[src/logic/afs_defs.vh]
// afs_defs.vh: offsets, field positions and reset values of the audio fifo status port.
// assumes inclusion by bare name from the design files under logic/.
`ifndef AFS_DEFS_VH
`define AFS_DEFS_VH

// register offsets, byte addresses
`define AFS_OFS_CTRL 8'h00
`define AFS_OFS_IEN 8'h08
`define AFS_OFS_STATUS 8'h0C
`define AFS_OFS_TX 8'h10
`define AFS_OFS_RX 8'h14
`define AFS_OFS_CLR 8'h18

// control fields: fifo level settings
`define AFS_TXLVL_HI 2
`define AFS_TXLVL_LO 0
`define AFS_RXLVL_HI 6
`define AFS_RXLVL_LO 4

// status fields
`define AFS_TX_WORD_COUNT_HI 31
`define AFS_TX_WORD_COUNT_LO 28
`define AFS_RX_WORD_COUNT_HI 27
`define AFS_RX_WORD_COUNT_LO 24
`define AFS_B_LZC 23
`define AFS_B_RZC 22
`define AFS_B_TXBUSY 21
`define AFS_B_TXEMPTY 20
`define AFS_B_TX_FIFO_FULL 19
`define AFS_B_TX_LEVEL_SETTING 18
`define AFS_B_TXOV 17
`define AFS_B_TXUD 16
`define AFS_B_RX_FIFO_EMPTY 12
`define AFS_B_RX_FIFO_FULL 11
`define AFS_B_RX_LEVEL_SETTING 10
`define AFS_B_RXOV 9
`define AFS_B_RXUD 8
`define AFS_B_RIGHT 3
`define AFS_B_TX_IRQ_SUMMARY 2
`define AFS_B_RX_IRQ_SUMMARY 1
`define AFS_B_AIF 0

// interrupt enable fields
`define AFS_E_LZC 12
`define AFS_E_RZC 11
`define AFS_E_TX_LEVEL_SETTING 10
`define AFS_E_TXOV 9
`define AFS_E_TXUD 8
`define AFS_E_RX_LEVEL_SETTING 2
`define AFS_E_RXOV 1
`define AFS_E_RXUD 0

// reset values
`define AFS_RST_WORD 32'h0000_0000
`define AFS_RST_LEVEL 3'h0
// pins at rest: bit clock high, frame select and data low, so no false edge follows reset
`define AFS_RST_PINS 3'h4

`endif

[src/logic/afs_fifo.v]
// afs_fifo.v: first-in first-out word store with count, full and empty.
// assumes push and pop come from logic on the same clock.
`timescale 1ns/1ns
module afs_fifo
#(
  parameter W = 32,
  parameter DEPTH = 8,
  parameter AW = 3
)
(
  // clock and reset
  input wire mclk,
  input wire rst,
  // filling side
  input wire push,
  input wire [W-1:0] pushData,
  // draining side
  input wire pop,
  output wire [W-1:0] popData,
  // state
  output wire [AW:0] count,
  output wire full,
  output wire empty
);

  reg [W-1:0] mem [0:DEPTH-1]; // word storage
  reg [AW-1:0] wrPtr; // next slot to write
  reg [AW-1:0] rdPtr; // oldest word
  reg [AW:0] fill; // words held

  // a push when full and a pop when empty change nothing
  wire doPush = push && !full;
  wire doPop = pop && !empty;

  assign full = (fill == DEPTH[AW:0]);
  assign empty = (fill == {(AW+1){1'b0}});
  assign count = fill;
  // oldest word; undefined content when empty
  assign popData = mem[rdPtr];

  // storage write, no reset needed
  always @(posedge mclk)
  begin
    if (doPush)
    begin
      mem[wrPtr] <= pushData;
    end
  end

  // pointers and fill level
  always @(posedge mclk or posedge rst)
  begin
    if (rst)
    begin
      wrPtr <= {AW{1'b0}};
      rdPtr <= {AW{1'b0}};
      fill <= {(AW+1){1'b0}};
    end
    else
    begin
      if (doPush)
      begin
        wrPtr <= (wrPtr == DEPTH[AW-1:0] - 1'b1) ? {AW{1'b0}} : wrPtr + 1'b1;
      end
      if (doPop)
      begin
        rdPtr <= (rdPtr == DEPTH[AW-1:0] - 1'b1) ? {AW{1'b0}} : rdPtr + 1'b1;
      end
      if (doPush && !doPop)
      begin
        fill <= fill + 1'b1;
      end
      else if (doPop && !doPush)
      begin
        fill <= fill - 1'b1;
      end
    end
  end

endmodule

[src/logic/afs_fifo_status_port.v]
// afs_fifo_status_port.v: sample fifos, status flags and interrupts of an audio serial port.
// assumes a plain register port on mclk and an external codec driving bit clock and frame select.
// Behaviour
// tx full bit follows fifo full
// tx level flag while count at or below setting
// push into full tx sets sticky overflow
// sample needed from empty tx sets underflow
// rx empty bit follows fifo empty
// rx full bit follows fifo full
// rx level flag while count at or above setting
// sample into full rx lost, sets overflow
// read of empty rx sets sticky underflow
// channel bit high for right channel
// tx summary from enabled tx and zero-cross flags
// rx summary from enabled rx flags
// overall summary and interrupt output on any
// writes to tx port push eight-deep fifo
// reads of rx port pop eight-deep fifo
// tx and rx counts in status top bits
// each flag gated by its own enable
// full push, empty pop leave fifo unchanged
`timescale 1ns/1ns
`include "afs_defs.vh"
module afs_fifo_status_port
#(
  parameter SAMPLE_W = 16,
  parameter DEPTH = 8,
  parameter AW = 3
)
(
  // clock and reset
  input wire mclk,
  input wire rst,
  // register port
  input wire [7:0] regAddr,
  input wire [31:0] regWdata,
  input wire regWr,
  input wire regRd,
  output reg [31:0] regRdata,
  // serial link pins
  input wire bitClk,
  input wire lrClk,
  input wire serIn,
  output reg serOut,
  // interrupt
  output reg irq
);

  // register decode
  wire wrCtrl = regWr && (regAddr == `AFS_OFS_CTRL);
  wire wrIen = regWr && (regAddr == `AFS_OFS_IEN);
  wire wrStatus = regWr && (regAddr == `AFS_OFS_STATUS);
  wire wrClr = regWr && (regAddr == `AFS_OFS_CLR);
  wire wrTx = regWr && (regAddr == `AFS_OFS_TX);
  wire rdRx = regRd && (regAddr == `AFS_OFS_RX);
  // ones written to status or clear register drop sticky flags
  wire [31:0] clrMask = (wrStatus || wrClr) ? regWdata : `AFS_RST_WORD;

  // software settings
  reg [2:0] txLevelSetting; // tx level threshold
  reg [2:0] rxLevelSetting; // rx level threshold
  reg [31:0] ienReg; // interrupt enables

  // sticky flags
  reg txOverflowFlag;
  reg txUnderflowFlag;
  reg rxOverflowFlag;
  reg rxUnderflowFlag;
  reg leftZeroCrossFlag;
  reg rightZeroCrossFlag;

  // pin synchronisers: bit 2 bit clock, bit 1 frame select, bit 0 data
  reg [2:0] pinA; // first stage, read only by pinB
  reg [2:0] pinB;
  reg [2:0] pinC;
  reg [2:0] pinLvl; // accepted levels
  reg [2:0] pinPrev; // accepted levels one cycle back

  // serial engine state
  reg lrLast; // frame select at last boundary
  reg started; // a first frame boundary has passed; rx pushes start at the next one
  reg rightCh; // channel now shifting
  reg txBusy; // a word is in the tx shifter
  reg signLeft; // last left sample sign
  reg signRight; // last right sample sign
  reg primeLeft; // left sign valid
  reg primeRight; // right sign valid
  reg [SAMPLE_W-1:0] txShift; // outgoing bits
  reg [SAMPLE_W-1:0] rxShift; // incoming bits

  // fifo connections
  wire [31:0] txHead;
  wire [31:0] rxHead;
  wire [AW:0] txWordCount;
  wire [AW:0] rxWordCount;
  wire txFifoFull;
  wire txFifoEmpty;
  wire rxFifoFull;
  wire rxFifoEmpty;

  // edges of the accepted bit clock and frame select
  wire bclkRise = pinLvl[2] && !pinPrev[2];
  wire bclkFall = !pinLvl[2] && pinPrev[2];
  wire boundary = bclkFall && (pinLvl[1] != lrLast);
  wire txPop = boundary && !txFifoEmpty;
  wire rxPush = boundary && started;
  wire newSign = txHead[SAMPLE_W-1];

  // hardware events
  wire txOvEvent = wrTx && txFifoFull;
  wire txUdEvent = boundary && txFifoEmpty;
  wire rxOvEvent = rxPush && rxFifoFull;
  wire rxUdEvent = rdRx && rxFifoEmpty;
  wire lzcEvent = txPop && !pinLvl[1] && primeLeft && (newSign != signLeft);
  wire rzcEvent = txPop && pinLvl[1] && primeRight && (newSign != signRight);

  // level flags from counts
  wire txLevelFlag = (txWordCount <= {1'b0, txLevelSetting});
  wire rxLevelFlag = (rxWordCount >= {1'b0, rxLevelSetting});

  // interrupt summaries, each flag gated by its enable
  wire txIrqSummary = (txOverflowFlag && ienReg[`AFS_E_TXOV])
    || (txUnderflowFlag && ienReg[`AFS_E_TXUD])
    || (txLevelFlag && ienReg[`AFS_E_TX_LEVEL_SETTING])
    || (leftZeroCrossFlag && ienReg[`AFS_E_LZC])
    || (rightZeroCrossFlag && ienReg[`AFS_E_RZC]);
  wire rxIrqSummary = (rxOverflowFlag && ienReg[`AFS_E_RXOV])
    || (rxUnderflowFlag && ienReg[`AFS_E_RXUD])
    || (rxLevelFlag && ienReg[`AFS_E_RX_LEVEL_SETTING]);
  wire audioIrqSummary = txIrqSummary || rxIrqSummary;

  // status word assembly
  reg [31:0] statusWord;
  always @*
  begin
    statusWord = `AFS_RST_WORD;
    statusWord[`AFS_TX_WORD_COUNT_HI:`AFS_TX_WORD_COUNT_LO] = txWordCount;
    statusWord[`AFS_RX_WORD_COUNT_HI:`AFS_RX_WORD_COUNT_LO] = rxWordCount;
    statusWord[`AFS_B_LZC] = leftZeroCrossFlag;
    statusWord[`AFS_B_RZC] = rightZeroCrossFlag;
    statusWord[`AFS_B_TXBUSY] = txBusy;
    statusWord[`AFS_B_TXEMPTY] = txFifoEmpty;
    statusWord[`AFS_B_TX_FIFO_FULL] = txFifoFull;
    statusWord[`AFS_B_TX_LEVEL_SETTING] = txLevelFlag;
    statusWord[`AFS_B_TXOV] = txOverflowFlag;
    statusWord[`AFS_B_TXUD] = txUnderflowFlag;
    statusWord[`AFS_B_RX_FIFO_EMPTY] = rxFifoEmpty;
    statusWord[`AFS_B_RX_FIFO_FULL] = rxFifoFull;
    statusWord[`AFS_B_RX_LEVEL_SETTING] = rxLevelFlag;
    statusWord[`AFS_B_RXOV] = rxOverflowFlag;
    statusWord[`AFS_B_RXUD] = rxUnderflowFlag;
    statusWord[`AFS_B_RIGHT] = rightCh;
    statusWord[`AFS_B_TX_IRQ_SUMMARY] = txIrqSummary;
    statusWord[`AFS_B_RX_IRQ_SUMMARY] = rxIrqSummary;
    statusWord[`AFS_B_AIF] = audioIrqSummary;
  end

  // transmit fifo, filled by software writes
  afs_fifo #(.W(32), .DEPTH(DEPTH), .AW(AW)) txFifo
  (
    .mclk(mclk),
    .rst(rst),
    .push(wrTx),
    .pushData(regWdata),
    .pop(txPop),
    .popData(txHead),
    .count(txWordCount),
    .full(txFifoFull),
    .empty(txFifoEmpty)
  );

  // receive fifo, filled by the serial engine
  afs_fifo #(.W(32), .DEPTH(DEPTH), .AW(AW)) rxFifo
  (
    .mclk(mclk),
    .rst(rst),
    .push(rxPush),
    .pushData({{(32-SAMPLE_W){1'b0}}, rxShift}),
    .pop(rdRx),
    .popData(rxHead),
    .count(rxWordCount),
    .full(rxFifoFull),
    .empty(rxFifoEmpty)
  );

  // settings registers
  always @(posedge mclk or posedge rst)
  begin
    if (rst)
    begin
      txLevelSetting <= `AFS_RST_LEVEL;
      rxLevelSetting <= `AFS_RST_LEVEL;
      ienReg <= `AFS_RST_WORD;
    end
    else
    begin
      if (wrCtrl)
      begin
        txLevelSetting <= regWdata[`AFS_TXLVL_HI:`AFS_TXLVL_LO];
        rxLevelSetting <= regWdata[`AFS_RXLVL_HI:`AFS_RXLVL_LO];
      end
      if (wrIen)
      begin
        ienReg <= regWdata;
      end
    end
  end

  // sticky flags: an event in the clearing cycle keeps the flag set
  always @(posedge mclk or posedge rst)
  begin
    if (rst)
    begin
      txOverflowFlag <= 1'b0;
      txUnderflowFlag <= 1'b0;
      rxOverflowFlag <= 1'b0;
      rxUnderflowFlag <= 1'b0;
      leftZeroCrossFlag <= 1'b0;
      rightZeroCrossFlag <= 1'b0;
    end
    else
    begin
      txOverflowFlag <= txOvEvent || (txOverflowFlag && !clrMask[`AFS_B_TXOV]);
      txUnderflowFlag <= txUdEvent || (txUnderflowFlag && !clrMask[`AFS_B_TXUD]);
      rxOverflowFlag <= rxOvEvent || (rxOverflowFlag && !clrMask[`AFS_B_RXOV]);
      rxUnderflowFlag <= rxUdEvent || (rxUnderflowFlag && !clrMask[`AFS_B_RXUD]);
      leftZeroCrossFlag <= lzcEvent || (leftZeroCrossFlag && !clrMask[`AFS_B_LZC]);
      rightZeroCrossFlag <= rzcEvent || (rightZeroCrossFlag && !clrMask[`AFS_B_RZC]);
    end
  end

  // read data stands only in the cycle after the read strobe
  always @(posedge mclk or posedge rst)
  begin
    if (rst)
    begin
      regRdata <= `AFS_RST_WORD;
    end
    else if (regRd)
    begin
      case (regAddr)
        `AFS_OFS_CTRL:
        begin
          regRdata <= {25'h000_0000, rxLevelSetting, 1'b0, txLevelSetting};
        end
        `AFS_OFS_IEN:
        begin
          regRdata <= ienReg;
        end
        `AFS_OFS_STATUS:
        begin
          regRdata <= statusWord;
        end
        `AFS_OFS_RX:
        begin
          regRdata <= rxHead;
        end
        default:
        begin
          regRdata <= `AFS_RST_WORD; // unmapped and write-only read as zero
        end
      endcase
    end
    else
    begin
      regRdata <= `AFS_RST_WORD;
    end
  end

  // interrupt output, registered
  always @(posedge mclk or posedge rst)
  begin
    if (rst)
    begin
      irq <= 1'b0;
    end
    else
    begin
      irq <= audioIrqSummary;
    end
  end

  // three-stage pin sampling; a change is taken once stages two and three agree
  always @(posedge mclk or posedge rst)
  begin
    if (rst)
    begin
      pinA <= `AFS_RST_PINS;
      pinB <= `AFS_RST_PINS;
      pinC <= `AFS_RST_PINS;
      pinLvl <= `AFS_RST_PINS;
      pinPrev <= `AFS_RST_PINS;
    end
    else
    begin
      pinA <= {bitClk, lrClk, serIn};
      pinB <= pinA;
      pinC <= pinB;
      pinLvl <= (pinC & ~(pinB ^ pinC)) | (pinLvl & (pinB ^ pinC));
      pinPrev <= pinLvl;
    end
  end

  // serial engine: sample in on rising bit clock, shift out on falling
  always @(posedge mclk or posedge rst)
  begin
    if (rst)
    begin
      lrLast <= 1'b0;
      started <= 1'b0;
      rightCh <= 1'b0;
      txBusy <= 1'b0;
      signLeft <= 1'b0;
      signRight <= 1'b0;
      primeLeft <= 1'b0;
      primeRight <= 1'b0;
      txShift <= {SAMPLE_W{1'b0}};
      rxShift <= {SAMPLE_W{1'b0}};
      serOut <= 1'b0;
    end
    else
    begin
      if (bclkRise)
      begin
        rxShift <= {rxShift[SAMPLE_W-2:0], pinLvl[0]};
      end
      if (boundary)
      begin
        // frame select moved: a new word starts
        lrLast <= pinLvl[1];
        started <= 1'b1;
        rightCh <= pinLvl[1];
        txBusy <= !txFifoEmpty;
        if (txFifoEmpty)
        begin
          // nothing to send, zeros go out
          txShift <= {SAMPLE_W{1'b0}};
          serOut <= 1'b0;
        end
        else
        begin
          txShift <= txHead[SAMPLE_W-1:0];
          serOut <= newSign;
          if (pinLvl[1])
          begin
            signRight <= newSign;
            primeRight <= 1'b1;
          end
          else
          begin
            signLeft <= newSign;
            primeLeft <= 1'b1;
          end
        end
      end
      else if (bclkFall)
      begin
        // next bit, most significant first
        txShift <= {txShift[SAMPLE_W-2:0], 1'b0};
        serOut <= txShift[SAMPLE_W-2];
      end
    end
  end

endmodule

[config.mk]
export PLATFORM = sky130hd
export DESIGN_NAME = afs_fifo_status_port
export DESIGN_NICKNAME = d
export VERILOG_FILES = /design/src/logic/afs_fifo.v /design/src/logic/afs_fifo_status_port.v
export VERILOG_INCLUDE_DIRS = /design/src /design/src/logic
export SDC_FILE = /design/constraint.sdc
export NUM_CORES = 1
export LEC_CHECK = 0
export BUFFER_PORTS_ARGS = -buffer_cell sky130_fd_sc_hd__buf_2
export CAP_MARGIN = 20
export CORE_UTILIZATION = 60
export CTS_BUF_LIST = sky130_fd_sc_hd__clkbuf_8
export CTS_CLUSTER_DIAMETER = 150
export DETAILED_ROUTE_END_ITERATION = 6
export GPL_ROUTABILITY_DRIVEN = 0
export PLACE_DENSITY = 0.87
export SETUP_SLACK_MARGIN = 0.5
export SLEW_MARGIN = 20
export SYNTH_ARGS = -nofsm -noshare
export SYNTH_HDL_FRONTEND = slang
export SYNTH_SLANG_ARGS = --single-unit
[constraint.sdc]
create_clock -name mclk -period 5 [get_ports mclk]
set_input_delay 0.25 -clock mclk [delete_from_list [all_inputs] [get_ports mclk]]
set_output_delay 0.25 -clock mclk [all_outputs]
set_load 0.03 [all_outputs]
==> metrics.cfg, run 1 <==
[pwr]
sequentialPowerShare_pct = 52.5
clockPowerShare_pct = 32.3
power_frac_comb_pct = 15.2
power_leakage_nw = 7.10
switching_share_pct = 27.7
vdd_ir_drop_max_mv = 0.345
powerDensity_nw_per_um2 = 460
power.internal_w = 0.00617
power.switching_w = 0.00236

[grt]
gr-total-overflow = 0
grt_pass1_wl_microns = 53800
antenna_found_initial = 0
grt_pass1_vias = 9293
grt_start_max_net_pins = 102
track_usage_pct = 26.0

[critical_path]
path_max_fanout = 21
rrSetupSlack_ns = 1.67
crit_path_top_delay_cell = nand2b_1
path_cells = nand2b_1 -> nor3_4 -> inv_1 -> ha_1 -> inv_1 -> ha_1 -> a21o_1 -> a21oi_1 -> xnor2_1 -> nor2_1 -> xnor2_1
crit_family = simple AND/OR/NAND/NOR gates
crit_arrival_ns = 3.83
critPathMaxStageDelay_ns = 0.62
cp-start-kind = flop
worstPathRequired_ns = 5.49
cp_num_buf_inv = 2
crit_type = reg2reg
critPathCaptureType = flop

[run_status]
failed_checks = design-rule violations
status = finished with violations

[yosys]
syn_area_sq_um = 16100
ys_seq_area_share_pct = 71.0
synth_ff_type = edfxtp_1
synth-async-reset-ratio_pct = 36.8
synth_top_area_share_pct = 47.8
synth.area.top_cells = edfxtp_1 48%, dfrtp_1 22%, mux4_2 9.0%
synth_edf_count = 256
synth_cells = 906
synth_warnings = 0
synth.avg_cell_area_sq_um = 17.7
yosysUniqueCellTypes = 62
synth_top_area_cell = edfxtp_1
syn-num-nets = 975
synth-seq-cells = 405

[timing]
min_period_over_period_pct = 66.6
timing.hold.ws_ns = 0.0388
tns_ns = 0
timing_hold_violations_final = 0
layout_setup_ws_ns = 1.67
rsz0062_at_grt = no
maxSlewViolCount = 0
maxSlewHeadroom_pct = 24.0
clock.fmax_ghz = 0.300
tightest_slew_ns = 1.14
setup-violations-final = 0
min_period_ns = 3.33
clock_skew_ns = 0.0430

[route]
drt_iter0_markers = 948
vias = 8917
viasPerCell = 6.13
drc = 13
ant_nets = 0
wl_per_cell_microns = 23.5
routed_wl_microns = 34300
dr.pass1.iters = 7

[die]
die-height_microns = 166
die_area_sq_um = 27500
core-area_sq_um = 26200
rows = 59
initial_core_util_pct = 61.3
io_pins = 81
dieWidth_microns = 166

[run]
maxCapViolCount = 0

[layout]
final_nets = 1136
n_antenna_cell = 0
syn_to_final_growth_pct = 15.5
layout_commonest_cell = edfxtp_1
mostFrequentLayoutCells = 256 x edfxtp_1, 142 x dfrtp_1, 81 x clkbuf_8, 80 x buf_2
drive_gt1_share_pct = 31.6

[cts]
clk_pin_slew_ns = 0.07
cts-root-buf = clkbuf_8
cts_tree = yes
post_cts_buffers = 0
cts.sinks = 405
cts_made_buffers = 61
h-tree-depth = 2
cts_resized = 0
worst_skew_pair.late_latency_ns = 0.62
cts_buffer_depth = 3

[place]
pre_cts_ws_ns = 1.74
dp.final_hpwl_microns = 21500
port_buffers = 80

[min_path]
min_path_type = in2reg

-- layout make-up --
class                           count  area, sq um
Timing Repair Buffer              139          933
Tap cell                          335          419
Inverter                           12         50.0
Fill cell                        1494         7640
Multi-Input combinational cell    448         4430
Sequential cell                   405        11400
Clock inverter                     35          190
Clock buffer                       81         1110
-- synthesized netlist by cell type, drive strengths merged (9+ instances only) --
library cell / n
clkbuf: 9
nor2: 57
nand2: 38
xnor2: 9
buf: 32
inv: 12
o21ai: 14
nor3: 10
mux2: 65
a21oi: 24
nand2b: 10
ha: 20
o22ai: 23
edfxtp: 256
mux2i: 37
dfrtp: 144
mux4: 64
a22oi: 19
-- state kept, by name, summed over array words and instances (netlist names), 3 cells and up, named ones only --
name,flops
txLevelSetting,3
rxFifo.mem,128
txFifo.wrPtr,3
txFifo.count,4
txShift,15
pinA,3
txFifo.rdPtr,3
rxLevelSetting,3
rxShift,16
pinC,3
rxFifo.wrPtr,3
rxFifo.count,4
ienReg,32
txFifo.mem,128
rxFifo.rdPtr,3
pinB,3
regRdata,32
-- path summary, 6_finish.rpt --
kind,start,endpoint,cells after the start
max,flop,txFifo.count[3],11
min,regWdata[9],txFifo.mem[0][9],1
max reg2reg,flop,txFifo.count[3],11
min reg2reg,pinA[0],pinB[0],0
max in group asynchronous,rst,txFifo.rdPtr[0],4
min in group asynchronous,rst,ienReg[11],3
-- metrics by stage --
stage	instances	util (%)	area, sq um	total power (W)
after floorplan	906	-	16100	0.00534
after global placement	1303	64.5	16900	0.00571
after detailed placement	1303	64.5	16900	0.00580
after CTS	1455	70.8	18600	0.00855
after global routing	1455	70.8	18600	0.00887
final	1455	70.8	18600	0.00853
-- routing by layer --
metal / vias up / track usage [%] / share of wire (%)
met3: 102 / 4.47 / 6.0
li1: 3848 / - / -
met1: 4563 / 34.0 / 39
met5: - / 0 / 0
met2: 404 / 43.9 / 51
met4: 0 / 10.3 / 3.5
-- worst register-to-register path, cell delays in order (launching register included) --
cell and delay, ns:
dfstp_2 0.56, nand2b_1 0.62, nor3_4 0.12, inv_1 0.51, ha_1 0.30, inv_1 0.10
ha_1 0.31, a21o_1 0.18, a21oi_1 0.17, xnor2_1 0.14, nor2_1 0.07, xnor2_1 0.12
-- timing repair --
action,4_1_cts,5_1_grt
hold buffers,36,0
setup endpoints to repair,0,0
hold endpoints to repair,224,0
-- power by group through the flow --
stage                     Clock (W)  Combinational, W  Sequential, W
final                       0.00275           0.00130        0.00448
after global placement            0           0.00121        0.00451
after global routing        0.00293           0.00140        0.00453
after detailed placement          0           0.00126        0.00454
after CTS                   0.00278           0.00129        0.00447
after floorplan                   0           0.00104        0.00430
-- cells by family (layout without fill, tap and decap cells) --
group,count (synthesis),after routing,synth area share (%)
buf+inv,53,267,1.51
flops,405,405,71.0
fa+ha+maj,25,25,1.99
mux,166,166,15.9
xor+xnor,13,13,0.825
simple gates,144,144,4.74
compound gates,100,100,4.02
Power figures use the tool's default switching activity.
==> inputs of run 2 (changes only) <==
clock period = 3.42 ns   (was 5 ns; I/O delays follow)
==> run 2 against run 1 <==
Against the previous run: the flow still finishes with violations (design-rule violations); sequential cell count unchanged; count of clock-buffer cells in the layout down 5; register-to-register slack worse by 0.92 ns; cell area up 0.84%; total power up 45%; global-route usage down 0.21 points; hold slack better by 0.049 ns; utilization up 0.60 points; via count about the same.
==> metrics.cfg, run 2 (synthesis results as in run 1) <==
[place]
pre_cts_ws_ns = 0.519  ; was 1.74 ns
dp.cells = 1317  ; was 1303
port_buffers = 80  ; unchanged
dp.final_hpwl_microns = 21800  ; was 21500 microns

[grt]
gr-total-overflow = 0  ; unchanged
grt_start_max_net_pins = 91  ; was 102
grt_pass1_vias = 9385  ; was 9293
antenna_found_initial = 0  ; unchanged
track_usage_pct = 25.8  ; was 26.0%
grt_pass1_wl_microns = 53200  ; was 53800 microns

[run]
maxCapViolCount = 0  ; unchanged

[route]
drc = 14  ; was 13
viasPerCell = 6.05  ; was 6.13
wl_per_cell_microns = 23.4  ; was 23.5 microns
routed_wl_microns = 34500  ; was 34300 microns
drt_iter0_markers = 861  ; was 948
vias = 8921  ; was 8917
dr.pass1.iters = 7  ; unchanged
ant_nets = 0  ; unchanged

[die]
initial_core_util_pct = 61.3  ; unchanged
io_pins = 81  ; unchanged
dieWidth_microns = 166  ; unchanged
core-area_sq_um = 26200  ; unchanged
die_area_sq_um = 27500  ; unchanged
die-height_microns = 166  ; unchanged
rows = 59  ; unchanged

[layout]
syn_to_final_growth_pct = 16.5  ; was 15.5%
n_antenna_cell = 0  ; unchanged
n_fill_cell = 1466  ; was 1494
regArea_sq_um = 11400  ; about the same
utilization_pct = 71.4  ; was 70.8%
mostFrequentLayoutCells = 256 x edfxtp_1, 141 x dfrtp_1, 80 x buf_2, 76 x clkbuf_8  ; was 256 x edfxtp_1, 142 x dfrtp_1, 81 x clkbuf_8, 80 x buf_2
layout_commonest_cell = edfxtp_1  ; unchanged
final_nets = 1158  ; was 1136
reg_top3 = rxFifo.mem x128, txFifo.mem x128  ; unchanged
multiInputGateArea_sq_um = 4440  ; was 4430 sq um
drive_gt1_share_pct = 32.2  ; was 31.6%
final_cells = 1475  ; was 1455

[timing]
layout_setup_ws_ns = 0.744  ; was 1.67 ns
timing.hold.ws_ns = 0.0880  ; was 0.0388 ns
maxSlewViolCount = 0  ; unchanged
tightest_slew_ns = 1.07  ; was 1.14 ns
timing_hold_violations_final = 0  ; unchanged
min_period_ns = 2.68  ; was 3.33 ns
clock.fmax_ghz = 0.374  ; was 0.300 GHz
clock_skew_ns = 0.0521  ; was 0.0430 ns
maxSlewHeadroom_pct = 28.6  ; was 24.0%
setup-violations-final = 0  ; unchanged
rsz0062_at_grt = no  ; unchanged
tns_ns = 0  ; unchanged
min_period_over_period_pct = 78.3  ; was 66.6%

[pwr]
clockPowerShare_pct = 31.5  ; was 32.3%
sequentialPowerShare_pct = 52.0  ; was 52.5%
power.switching_w = 0.00344  ; was 0.00236 W
vdd_ir_drop_max_mv = 0.571  ; was 0.345 mV
switching_share_pct = 27.8  ; was 27.7%
power.internal_w = 0.00896  ; was 0.00617 W
powerDensity_nw_per_um2 = 662  ; was 460 nW/um^2
power_leakage_nw = 7.20  ; was 7.10 nW
power_frac_comb_pct = 16.4  ; was 15.2%

[cts]
clk_pin_slew_ns = 0.07  ; about the same
cts-root-buf = clkbuf_8  ; unchanged
cts_tree = yes  ; unchanged
h-tree-depth = 2  ; unchanged
cts_made_buffers = 61  ; unchanged
worst_skew_pair.late_latency_ns = 0.63  ; was 0.62 ns
cts.sinks = 405  ; unchanged
cts_buffer_depth = 3  ; unchanged

[critical_path]
cp-start-kind = flop  ; unchanged
critPathCaptureType = flop  ; unchanged
crit_start = rxFifo.count[0]
worstPathRequired_ns = 3.92  ; was 5.49 ns
path_common_cell = ha_1
path_cells = nor4b_2 -> and3b_2 -> ha_1 -> inv_1 -> ha_1 -> a21o_1 -> a21oi_1 -> xnor2_1 -> nor2_1 -> xor2_1  ; was nand2b_1 -> nor3_4 -> inv_1 -> ha_1 -> inv_1 -> ha_1 -> a21o_1 -> a21oi_1 -> xnor2_1 -> nor2_1 -> xnor2_1
crit_arrival_ns = 3.18  ; was 3.83 ns
critPathMaxStageDelay_ns = 0.48  ; was 0.62 ns
path_max_fanout = 7  ; was 21
crit_path_top_delay_cell = dfrtp_1  ; was nand2b_1
crit_family = simple AND/OR/NAND/NOR gates  ; unchanged
crit_type = reg2reg  ; unchanged
r2r_start = rxFifo.count[0]
cp_num_buf_inv = 1  ; was 2

[run_status]
failed_checks = design-rule violations  ; unchanged
status = finished with violations  ; unchanged

[min_path]
min-delay-start = regAddr[1]  ; was regWdata[9]
min_path_type = in2reg  ; unchanged

-- run 2: changes by cell type in the layout (fill, tap and decap cells not counted), sizes merged --
cell,change
clkinvlp,-1
buf,+15
dlygate4sd3,+7
inv,+4
clkbuf,-5
-- run 2: metrics by stage --
stage	power (W)	area, sq um
global route	0.0129	18700
finish	0.0124	18700
global placement	0.00836	17000
CTS	0.0124	18700
floorplan	0.00780	16100
detailed placement	0.00849	17000
-- run 2: power groups by stage --
stage               Sequential (W)  Combinational, W  Clock [W]
global route               0.00651           0.00220    0.00417
CTS                        0.00643           0.00202    0.00396
floorplan                  0.00629           0.00151          0
detailed placement         0.00652           0.00197          0
finish                     0.00645           0.00204    0.00391
global placement           0.00647           0.00189          0
-- run 2: what timing repair did --
item                       in CTS  in global routing
setup endpoints to repair       1                 24
setup buffers                   0                  1
cloned                          0                  0
pin swaps                       1                  1
hold buffers                   43                  0
hold endpoints to repair      195                  0
resized for setup               0                  3
-- run 2: worst reg2reg max path, stage by stage (launching register included) --
cell,delay (ns)
dfrtp_1,0.48
nor4b_2,0.43
and3b_2,0.32
ha_1,0.22
inv_1,0.12
ha_1,0.26
a21o_1,0.19
a21oi_1,0.18
xnor2_1,0.14
nor2_1,0.07
xor2_1,0.14
-- run 2: path summary, 6_finish.rpt --
path / end / slack [ns] / depth (start not counted)
min: regRdata[18] / 0.09 / 4
max: rxFifo.count[3] / 0.74 / 10
max in group asynchronous: ienReg[19] / 2.36 / 4
min in group asynchronous: regRdata[6] / 0.18 / 3
max reg2reg: rxFifo.count[3] / 0.74 / 10
min reg2reg: pinB[2] / 0.36 / 0
-- run 2: metal layers --
metal | GRT usage, % | vias up | routed length [microns]
li1 | - | 3894 | -
met1 | 33.0 | 4543 | 13500
met2 | 43.2 | 397 | 17400
met3 | 5.40 | 87 | 2360
met4 | 11.0 | 0 | 1210
met5 | 0 | - | 0
-- run 2: area by class of cell --
class                   count  area share [%]
inverters                  12           0.261
multi-input cells         448            23.7
flip-flops and latches    405            61.0
well taps                 335            2.24
clock inverters            38            1.07
clock buffers              76            5.59
repair buffers            161            6.09
==> inputs of run 3 (changes only) <==
clock period = 2.49 ns   (was 3.42 ns; I/O delays follow)
==> run 3 against run 2 <==
Against the previous run: the run still ends with design-rule violations left; critical path depth fell by 1; first-iteration DRC count rose by 14%; via count rose by 8.2%; worst setup slack worse by 0.51 ns; utilization grew 2.9 points; hold slack lost 0.0033 ns; critical endpoint unchanged; highest routed layer is now met5.
==> metrics.cfg, run 3 (synthesis results as in run 1) <==
[route]
dr.pass1.iters = 7  ; unchanged
vias = 9654  ; was 8921
drc = 8  ; was 14
viasPerCell = 6.36  ; was 6.05
ant_nets = 0  ; unchanged
drt_iter0_markers = 978  ; was 861
routed_wl_microns = 39500  ; was 34500 microns
wl_per_cell_microns = 26.0  ; was 23.4 microns

[layout]
final_nets = 1199  ; was 1158
syn_to_final_growth_pct = 21.3  ; was 16.5%
design_area_sq_um = 19500  ; was 18700 sq um
final_cells = 1517  ; was 1475
mostFrequentLayoutCells = 256 x edfxtp_1, 133 x dfrtp_1, 80 x buf_2, 68 x clkbuf_8, 64 x mux4_2  ; was 256 x edfxtp_1, 141 x dfrtp_1, 80 x buf_2, 76 x clkbuf_8
drive_gt1_share_pct = 37.4  ; was 32.2%
reg_top3 = rxFifo.mem x128, txFifo.mem x128  ; unchanged
n_fill_cell = 1346  ; was 1466
layout_commonest_cell = edfxtp_1  ; unchanged

[grt]
grt_use_met3_pct = 5.54  ; was 5.40%
grt_use_met2_pct = 46.7  ; was 43.2%
track_usage_pct = 28.9  ; was 25.8%
busiest_layer = met2  ; unchanged
gr-total-overflow = 0  ; unchanged
grt_pass1_wl_microns = 59200  ; was 53200 microns
antenna_found_initial = 2  ; was 0
grt_util_met1_pct = 38.6  ; was 33.0%
grt_start_max_net_pins = 69  ; was 91
grt_pass1_vias = 10038  ; was 9385

[timing]
clock.fmax_ghz = 0.443  ; was 0.374 GHz
min_period_over_period_pct = 90.6  ; was 78.3%
maxSlewViolCount = 0  ; unchanged
tns_ns = 0  ; unchanged
maxSlewHeadroom_pct = 55.4  ; was 28.6%
rsz0062_at_grt = yes  ; was no
timing_hold_violations_final = 0  ; unchanged
min_period_ns = 2.26  ; was 2.68 ns
setup-violations-final = 0  ; unchanged
clock_skew_ns = 0.0405  ; was 0.0521 ns
layout_setup_ws_ns = 0.234  ; was 0.744 ns
timing.hold.ws_ns = 0.0847  ; was 0.0880 ns
tightest_slew_ns = 0.669  ; was 1.07 ns

[run_status]
status = finished with violations  ; unchanged
failed_checks = design-rule violations  ; unchanged

[place]
port_buffers = 80  ; unchanged
post_dp_cell_area_sq_um = 17500  ; was 17000 sq um
pre_cts_ws_ns = 0.176  ; was 0.519 ns
dp.final_hpwl_microns = 21800  ; about the same
dp.cells = 1329  ; was 1317

[critical_path]
cp-start-kind = flop  ; unchanged
worstPathRequired_ns = 2.98  ; was 3.92 ns
reg2reg_depth = 9  ; was 10
path_cells = nor4_2 -> or2_4 -> ha_4 -> inv_4 -> ha_1 -> a21oi_2 -> xnor2_1 -> nor2_1 -> xor2_1  ; was nor4b_2 -> and3b_2 -> ha_1 -> inv_1 -> ha_1 -> a21o_1 -> a21oi_1 -> xnor2_1 -> nor2_1 -> xor2_1
crit_type = reg2reg  ; unchanged
path_max_fanout = 4  ; was 7
crit_arrival_ns = 2.75  ; was 3.18 ns
critPathMaxStageDelay_ns = 0.45  ; was 0.48 ns
crit_path_top_delay_cell = dfrtp_2  ; was dfrtp_1
critPathCaptureType = flop  ; unchanged

[run]
maxCapViolCount = 0  ; unchanged

[cts]
cts-root-buf = clkbuf_8  ; unchanged
clk_pin_slew_ns = 0.07  ; about the same
h-tree-depth = 2  ; unchanged
cts.sinks = 405  ; unchanged
cts_buffer_depth = 3  ; unchanged
cts_tree = yes  ; unchanged
cts_made_buffers = 60  ; was 61
worst_skew_pair.late_latency_ns = 0.62  ; was 0.63 ns

[pwr]
vdd_ir_drop_max_mv = 0.633  ; was 0.571 mV
powerDensity_nw_per_um2 = 902  ; was 662 nW/um^2
power_leakage_nw = 7.43  ; was 7.20 nW

[die]
dieWidth_microns = 166  ; unchanged
die_area_sq_um = 27500  ; unchanged
die-height_microns = 166  ; unchanged
core-area_sq_um = 26200  ; unchanged
rows = 59  ; unchanged
io_pins = 81  ; unchanged
initial_core_util_pct = 61.3  ; unchanged

[min_path]
min_path_type = in2async  ; was in2reg

run 3: cell count changes in the layout (fill, tap and decap cells not counted), moves of 9 or more:
cell	previous run	this run
buf_4	36	58
buf_12	2	20
nor2_1	56	44
clkinv_1	2	13
nor2_4	0	9
run 3: per-stage QoR:
stage	utilization, %	total power, W
2_1_floorplan	-	0.0109
5_1_grt	74.4	0.0182
4_1_cts	73.8	0.0173
3_5_place_dp	66.8	0.0119
6_report	74.4	0.0176
3_3_place_gp	66.8	0.0117
run 3: layer usage:
metal	part of all wire, %	wire length, microns
met1	37	14800
met2	50	19600
met3	8.3	3270
met4	4.7	1850
met5	0.025	10
run 3: worst max-delay path: cells and delay by family, from the launching register on:
family | cells | cell delay (ns)
flip-flops | 1 | 0.45
buffers and inverters | 1 | 0.05
adder cells (fa/ha/maj) | 2 | 0.51
AND/OR/NAND/NOR | 3 | 0.65
XOR/XNOR | 2 | 0.30
AO/OA/AOI/OAI | 1 | 0.17
run 3: path summary, 6_finish.rpt:
path                                       from  slack, ns              end
worst max-delay path            rxFifo.count[0]       0.23  rxFifo.count[3]
worst min-delay path                        rst       0.08       ienReg[14]
min in group mclk                    regAddr[3]       0.09      regRdata[2]
max in group asynchronous                   rst       1.72  txFifo.count[2]
worst max register to register  rxFifo.count[0]       0.23  rxFifo.count[3]
worst min register to register          pinA[2]       0.35          pinB[2]
run 3: power breakdown:
group	total, W	internal [W]	switching [W]
sequential	0.00889	0.00805	0.000836
combinational	0.00349	0.00173	0.00177
clock	0.00521	0.00263	0.00257
total	0.0176	0.0124	0.00518
run 3: timing repair:
action / CTS / global route
endpoints found under the setup margin: 266 / 148
cloned: 2 / 0
pin swaps: 12 / 9
resized for setup: 17 / 10
setup buffers: 16 / 16
hold buffers: 40 / 0
endpoints found under the hold margin: 324 / 0
run 3: final cells by class:
cell class / count / area [sq um] / area share, %
Multi-Input combinational cell: 448 / 4680 / 24.0
Antenna cell: 1 / 2.50 / 0.0128
Inverter: 12 / 53.8 / 0.276
Clock buffer: 68 / 936 / 4.80
Timing Repair Buffer: 203 / 1730 / 8.87
Tap cell: 335 / 419 / 2.15
Clock inverter: 45 / 241 / 1.24
Sequential cell: 405 / 11400 / 58.7
